File: src/hw/pdtc_pkg.sv
// Shared widths, reset values and types for the timer, counter and sequencer block
// Contract
// - An energized timer coil keeps its contacts open during the delay.
// - The set value sets the timer delay length.
// - After the delay, contacts stay closed while the coil stays energized.
// - Coil drop opens an elapsed timer's contacts at once.
// - Coil drop before the delay ends resets timing; contacts never close.
// - Re-energizing restarts a full delay from the set value.
// - First counter energization after a clear loads set value minus one, or zero for a zero preset.
// - Each later coil off-to-on transition before the count reaches zero decrements the count by one.
// - A coil that stays energized causes no further decrement.
// - Count reaching zero turns the counter contacts on.
// - Counter contacts stay on regardless of coil until cleared.
// - Program pulses the counter clear; counter drops contacts and re-arms.
// - The sequencer step counter always holds the active step number.
// - Steps advance from initial to final step, then wrap to initial.
// - Every step has its own active indication output.
package pdtc_pkg;
	localparam int VAL_W = 16;
	localparam int STEP_W = 5;
	localparam int STEP_COUNT = 32;
	typedef logic [VAL_W-1:0] pdtc_val_t;
	typedef logic [STEP_W-1:0] pdtc_step_t;
	localparam pdtc_val_t VAL_ZERO = 16'h0000;
	localparam pdtc_val_t VAL_ONE = 16'h0001;
	localparam pdtc_step_t STEP_RESET = 5'h00;
	localparam pdtc_step_t STEP_ONE = 5'h01;
	localparam logic [STEP_COUNT-1:0] STEP_ACTIVE_RESET = 32'h0000_0001;
endpackage

File: src/hw/pdtc_unit_if.sv
// Signals between the top and one timer or counter unit
`timescale 1ns/1ps
`default_nettype none
interface pdtc_unit_if import pdtc_pkg::*; ();
	logic coil;
	logic clear;
	logic tick;
	pdtc_val_t setValue;
	pdtc_val_t presentValue;
	logic contact;
	logic armed;
	modport unit (input coil, input clear, input tick, input setValue,
		output presentValue, output contact, output armed);
	modport ctrl (output coil, output clear, output tick, output setValue,
		input presentValue, input contact, input armed);
endinterface
`default_nettype wire

File: src/hw/pdtc_counter.sv
// Preset down-counter relay unit
`timescale 1ns/1ps
`default_nettype none
module pdtc_counter import pdtc_pkg::*; (
	input wire logic clk,
	input wire logic reset,
	input wire logic clkEn,
	pdtc_unit_if.unit u
);
	pdtc_val_t pv_q, pv_d;
	logic contact_q, contact_d;
	logic loaded_q, loaded_d;
	logic coilPrev_q, coilPrev_d;

	always_comb begin
		pv_d = pv_q;
		contact_d = contact_q;
		loaded_d = loaded_q;
		coilPrev_d = u.coil;
		if (u.clear) begin
			pv_d = u.setValue;
			contact_d = 1'b0;
			loaded_d = 1'b0;
		end else if (!contact_q) begin
			if (u.coil && !loaded_q) begin
				// A zero preset would wrap; treat it as already done
				pv_d = (u.setValue == VAL_ZERO) ? VAL_ZERO : u.setValue - VAL_ONE;
				loaded_d = 1'b1;
				contact_d = (pv_d == VAL_ZERO);
			end else if (u.coil && !coilPrev_q && loaded_q) begin
				pv_d = pv_q - VAL_ONE;
				contact_d = (pv_d == VAL_ZERO);
			end
		end
	end

	always_ff @(posedge clk) begin
		if (reset) begin
			pv_q <= VAL_ZERO;
			contact_q <= 1'b0;
			loaded_q <= 1'b0;
			coilPrev_q <= 1'b0;
		end else if (clkEn) begin
			pv_q <= pv_d;
			contact_q <= contact_d;
			loaded_q <= loaded_d;
			coilPrev_q <= coilPrev_d;
		end
	end

	assign u.presentValue = pv_q;
	assign u.contact = contact_q;
	assign u.armed = loaded_q;
endmodule
`default_nettype wire

File: src/hw/pdtc_timer.sv
// On-delay timer relay unit
`timescale 1ns/1ps
`default_nettype none
module pdtc_timer import pdtc_pkg::*; (
	input wire logic clk,
	input wire logic reset,
	input wire logic clkEn,
	pdtc_unit_if.unit u
);
	pdtc_val_t pv_q, pv_d;
	logic contact_q, contact_d;

	always_comb begin
		pv_d = pv_q;
		contact_d = contact_q;
		if (!u.coil) begin
			// Reloading while idle makes every energization a fresh full delay
			pv_d = u.setValue;
			contact_d = 1'b0;
		end else begin
			if (u.tick && pv_q != VAL_ZERO) begin
				pv_d = pv_q - VAL_ONE;
			end
			contact_d = (pv_d == VAL_ZERO);
		end
	end

	always_ff @(posedge clk) begin
		if (reset) begin
			pv_q <= VAL_ZERO;
			contact_q <= 1'b0;
		end else if (clkEn) begin
			pv_q <= pv_d;
			contact_q <= contact_d;
		end
	end

	assign u.presentValue = pv_q;
	assign u.contact = contact_q;
	assign u.armed = u.coil & ~contact_q;
endmodule
`default_nettype wire

File: src/hw/pdtc_top.sv
// Top of the delay timer, down counter and step sequencer block
`timescale 1ns/1ps
`default_nettype none
module pdtc_top import pdtc_pkg::*; (
	input wire logic clk,
	input wire logic reset,
	input wire logic clkEn,
	input wire logic tickStrobe,
	input wire logic timerCoil,
	input wire logic [VAL_W-1:0] timerSetValue,
	output logic timerContact,
	output logic [VAL_W-1:0] timerPresentValue,
	input wire logic ctrCoil,
	input wire logic [VAL_W-1:0] ctrSetValue,
	input wire logic counterClearFunction,
	output logic ctrContact,
	output logic [VAL_W-1:0] ctrPresentValue,
	input wire logic seqAdvance,
	input wire logic seqClear,
	input wire logic [STEP_W-1:0] seqLastStep,
	output logic [STEP_W-1:0] seqStep,
	output logic [STEP_COUNT-1:0] seqStepActive
);
	pdtc_unit_if tmrIf();
	pdtc_unit_if ctrIf();

	assign tmrIf.coil = timerCoil;
	assign tmrIf.clear = 1'b0;
	assign tmrIf.tick = tickStrobe;
	assign tmrIf.setValue = timerSetValue;

	// Counting is edge based, so the time base is of no use here
	assign ctrIf.coil = ctrCoil;
	assign ctrIf.clear = counterClearFunction;
	assign ctrIf.tick = 1'b0;
	assign ctrIf.setValue = ctrSetValue;

	pdtc_timer uTimer (
		.clk(clk),
		.reset(reset),
		.clkEn(clkEn),
		.u(tmrIf.unit)
	);

	pdtc_counter uCounter (
		.clk(clk),
		.reset(reset),
		.clkEn(clkEn),
		.u(ctrIf.unit)
	);

	// Unit state is already registered inside each unit
	assign timerContact = tmrIf.contact;
	assign timerPresentValue = tmrIf.presentValue;
	assign ctrContact = ctrIf.contact;
	assign ctrPresentValue = ctrIf.presentValue;

	// Step sequencer
	pdtc_step_t step_q, step_d;
	logic advPrev_q, advPrev_d;
	logic [STEP_COUNT-1:0] active_q, active_d;
	logic advEdge;

	assign advEdge = seqAdvance & ~advPrev_q;

	always_comb begin
		step_d = step_q;
		advPrev_d = seqAdvance;
		if (seqClear) begin
			step_d = STEP_RESET;
		end else if (advEdge) begin
			// Also wraps if the last step was lowered below the current one
			if (step_q >= seqLastStep) begin
				step_d = STEP_RESET;
			end else begin
				step_d = step_q + STEP_ONE;
			end
		end
	end

	for (genvar i = 0; i < STEP_COUNT; i++) begin : gStep
		assign active_d[i] = (step_d == pdtc_step_t'(i));
	end

	always_ff @(posedge clk) begin
		if (reset) begin
			step_q <= STEP_RESET;
			advPrev_q <= 1'b0;
			active_q <= STEP_ACTIVE_RESET;
		end else if (clkEn) begin
			step_q <= step_d;
			advPrev_q <= advPrev_d;
			active_q <= active_d;
		end
	end

	assign seqStep = step_q;
	assign seqStepActive = active_q;

	// Reference delay: ticks seen since energizing, against the set value
	// captured while the coil was low. Kept apart from the unit's own count
	// so that a wrong reload or a skipped tick shows up as a mismatch.
	pdtc_val_t refTicks_q, refTicks_d;
	pdtc_val_t refSv_q, refSv_d;

	always_comb begin
		refTicks_d = refTicks_q;
		refSv_d = refSv_q;
		if (!timerCoil) begin
			refTicks_d = VAL_ZERO;
			refSv_d = timerSetValue;
		end else if (tickStrobe && refTicks_q != refSv_q) begin
			refTicks_d = refTicks_q + VAL_ONE;
		end
	end

	always_ff @(posedge clk) begin
		if (reset) begin
			refTicks_q <= VAL_ZERO;
			refSv_q <= VAL_ZERO;
		end else if (clkEn) begin
			refTicks_q <= refTicks_d;
			refSv_q <= refSv_d;
		end
	end
endmodule
`default_nettype wire

File: config.mk
export PLATFORM = sky130hd
export DESIGN_NAME = pdtc_top
export DESIGN_NICKNAME = d
export VERILOG_FILES = /design/src/hw/pdtc_pkg.sv /design/src/hw/pdtc_unit_if.sv /design/src/hw/pdtc_counter.sv /design/src/hw/pdtc_timer.sv /design/src/hw/pdtc_top.sv
export SDC_FILE = /design/constraint.sdc
export NUM_CORES = 1
export LEC_CHECK = 0
export ABC_AREA = 1
export BUFFER_PORTS_ARGS = -buffer_cell sky130_fd_sc_hd__buf_2
export CORE_UTILIZATION = 40
export DETAILED_ROUTE_END_ITERATION = 10
export GPL_TIMING_DRIVEN = 0
export SYNTH_ARGS = -nofsm -noshare
export SYNTH_HDL_FRONTEND = slang
export SYNTH_SLANG_ARGS = --single-unit
File: constraint.sdc
create_clock -name clk -period 3 [get_ports clk]
set_clock_uncertainty 0.15 [all_clocks]
set_input_delay 0 -clock clk [delete_from_list [all_inputs] [get_ports clk]]
set_output_delay 0 -clock clk [all_outputs]
set_load 0.1 [all_outputs]
==> run metrics <==
status=complete, but fails checks; failing checks=design-rule violations; Synth-to-Final Area Change=29.09%; Synth area leaders=dfxtp_1, nand2_1, nor2_1; share of layout cells above drive strength 1=15.56%; most used routing layer=met2; IO Port Bufs=114; First-pass DRT Iterations=8; DIE HEIGHT=112.1 um; Inst Count DP=1066; startpoint types=flip-flop; die area=0.01258 mm2; kind of critical path=flip-flop to flip-flop; Synth Net Count=866; RR Startpoint=seqStep[0]; met3 global-route usage=3.942%; worst slew margin relative to its limit=63.64%; WP data arrival=2.60 ns; reg-to-reg endpoint=seqStepActive[11]; Sink Count=74; Worst-Skew Late Latency=0.34 ns; Synth cell types=34; post-synthesis cell area=0.004852 mm2; hold wc startpoint=counterClearFunction; via count=5839; GRT Overall Usage=25.29%; fmax=0.4027 GHz; CTS root buf=clkbuf_16; Post-Syn Instances=809; Primary FF master, synth=dfxtp_1; Slew @ Worst Pin=0.5454 ns; Core ar.=0.01161 mm2; Slew Viols, Final=0; Num CTS Buffers=9; first-pass GRT wire length=25.76 mm; fin worst setup slack=0.5167 ns; post-synth top area share=30.53%; number of max-cap violations=0; Syn. warnings=0; EDFF count, synth=0; top post-synthesis cells by count=nand2_1, nor2_1, dfxtp_1; worst-path maximum fanout=10; drt total wl=15.63 mm; CTS max path bufs=2; H-tree Lvls=3; CTS Hold Bufs=38; Pleak=2.940 nW; IO Pins=117; CP endpoint kind=flip-flop; layout net count=1029; Post-synth ARST share=0%; register area share after synthesis=30.53%; pre-CTS setup slack=0.5052 ns; R2R depth=13; post-DP HPWL=11.98 mm; Peak VDD IR=0.0002679 V; Global Route met1 Usage=34.06%; fin crit share=82.78%; count leader, synth=nand2_1; CP startpoint=seqStep[0]; post-cts repair resize count=0; PD cells=510.1 mW/mm2; Syn Area/Cell=5.998 um2; largest net degree at the start of global routing=15; CP Data Required Time=3.12 ns; post-CTS setup repair buffer count=0; clock-pin transition on the worst setup and hold timing paths=0.06 ns; hold slack final=0.03723 ns; Initial DRC Count=312; DRC violations left=8; Starting Density=41.78%; #FFs+latches synth=74; TNS Setup=0 ns; Final ANT Viol Nets=0; Setup crit end=seqStepActive[11]; Worst R2R Setup Slack=0.52 ns; # diodes=0; count of non-filler cells in the finished layout=1120; GPL Wtd Cong=0.9084; Setup Viol. Count Final=0; cell taking the most area after synthesis=dfxtp_1; RSZ-0062 raised after global routing=false; Rows=39; vias in the first global route=5479; grt total ovfl=0; CTS tree=done; via density per instance=5.213; number of antenna violations at the first check in global routing=0; drt wl/cell=13.95 um; Hold WC Path Type=primary input to flip-flop; met2 Use GR=42.15%; post-route minimum period=2.483 ns; Hold Fails Final Rpt=0; Die W=112.1 um
critical path, stage by stage, from the launching register on:
cell	delay, ns
dfxtp_1	0.44
inv_1	0.10
ha_1	0.28
inv_1	0.03
a21boi_0	0.15
nor2_1	0.05
o21ai_0	0.21
nand2_1	0.13
o211ai_1	0.18
nand2_1	0.09
clkinv_1	0.16
buf_2	0.25
nand2_1	0.09
a21oi_1	0.12
layout by cell type, fill, tap and decap left out, types with 2 or more instances in the layout:
| master | count |
|---|---|
| a31oi_1 | 7 |
| buf_6 | 2 |
| nor2_4 | 2 |
| buf_1 | 3 |
| clkinvlp_4 | 4 |
| xor2_1 | 6 |
| o211ai_1 | 13 |
| a22oi_1 | 3 |
| nand4_1 | 5 |
| inv_2 | 2 |
| nand3b_1 | 4 |
| nand3_1 | 54 |
| nand2_4 | 2 |
| nand2_1 | 231 |
| o21ai_0 | 68 |
| nor3_1 | 5 |
| clkinv_4 | 3 |
| o22ai_1 | 2 |
| buf_2 | 118 |
| ha_1 | 11 |
| xnor2_1 | 4 |
| clkbuf_16 | 9 |
| inv_1 | 72 |
| clkinv_1 | 2 |
| dfxtp_1 | 74 |
| a21o_1 | 3 |
| a21oi_1 | 73 |
| nor2_1 | 120 |
| nor2_2 | 6 |
| nand2_2 | 2 |
| clkbuf_1 | 23 |
| dlygate4sd3_1 | 38 |
where the power goes:
| group | total, mW | internal (mW) | switching (mW) |
|---|---|---|---|
| clock network | 1.01 | 0.563 | 0.447 |
| registers | 1.10 | 1.03 | 0.0681 |
| logic | 1.08 | 0.287 | 0.797 |
cell families (layout without fill, tap and decap cells):
family | after synthesis | after routing | synth area share, %
buf+inv | 109 | 277 | 8.922
xor+xnor | 10 | 10 | 1.805
compound gates | 173 | 173 | 19.24
simple gates | 432 | 432 | 36.67
flops | 74 | 74 | 30.53
fa+ha+maj | 11 | 11 | 2.836
routing by layer:
layer | vias up | wire length [um]
li1 | 2956 | -
met1 | 2691 | 7485
met2 | 174 | 7117
met3 | 18 | 811
met4 | 0 | 210
met5 | - | 0
worst min path at each step:
stage / cells after the start / slack (ns) / to
floorplan: 2 / 0.004 / uCounter.u.presentValue[10]
global placement: 3 / 0.15 / advPrev_q
detailed placement: 3 / 0.17 / uTimer.u.presentValue[7]
finish: 4 / 0.04 / uCounter.u.contact
global route: 4 / 0.09 / uCounter.u.armed
CTS: 4 / 0.02 / uCounter.u.contact
sequential cells by signal, summed over array words and instances (netlist names):
| signal | flops |
|---|---|
| advPrev_q | 1 |
| uCounter.u.contact | 1 |
| uCounter.u.armed | 1 |
| seqStep | 5 |
| uCounter.u.presentValue | 16 |
| uTimer.u.presentValue | 16 |
| uCounter.coilPrev_q | 1 |
| seqStepActive | 32 |
| uTimer.u.contact | 1 |
stage by stage:
step / util [%] / cell area [um2] / power [mW]
3_5_place_dp: 48.23 / 5602 / 2.156
4_1_cts: 53.93 / 6264 / 3.202
3_3_place_gp: 48.23 / 5602 / 2.145
6_report: 53.93 / 6264 / 3.195
2_1_floorplan: - / 4852 / 1.919
5_1_grt: 53.93 / 6264 / 3.356
layout make-up:
type	count	area, um2
fill	1209	5350
inverter	76	285.3
sequential	74	1481
timing repair buffer	152	950.9
tap	143	178.9
buffer	33	147.6
clock inverter	7	56.30
clock buffer	9	225.2
multi-input combinational	626	2938
Power figures use the tool's default switching activity.
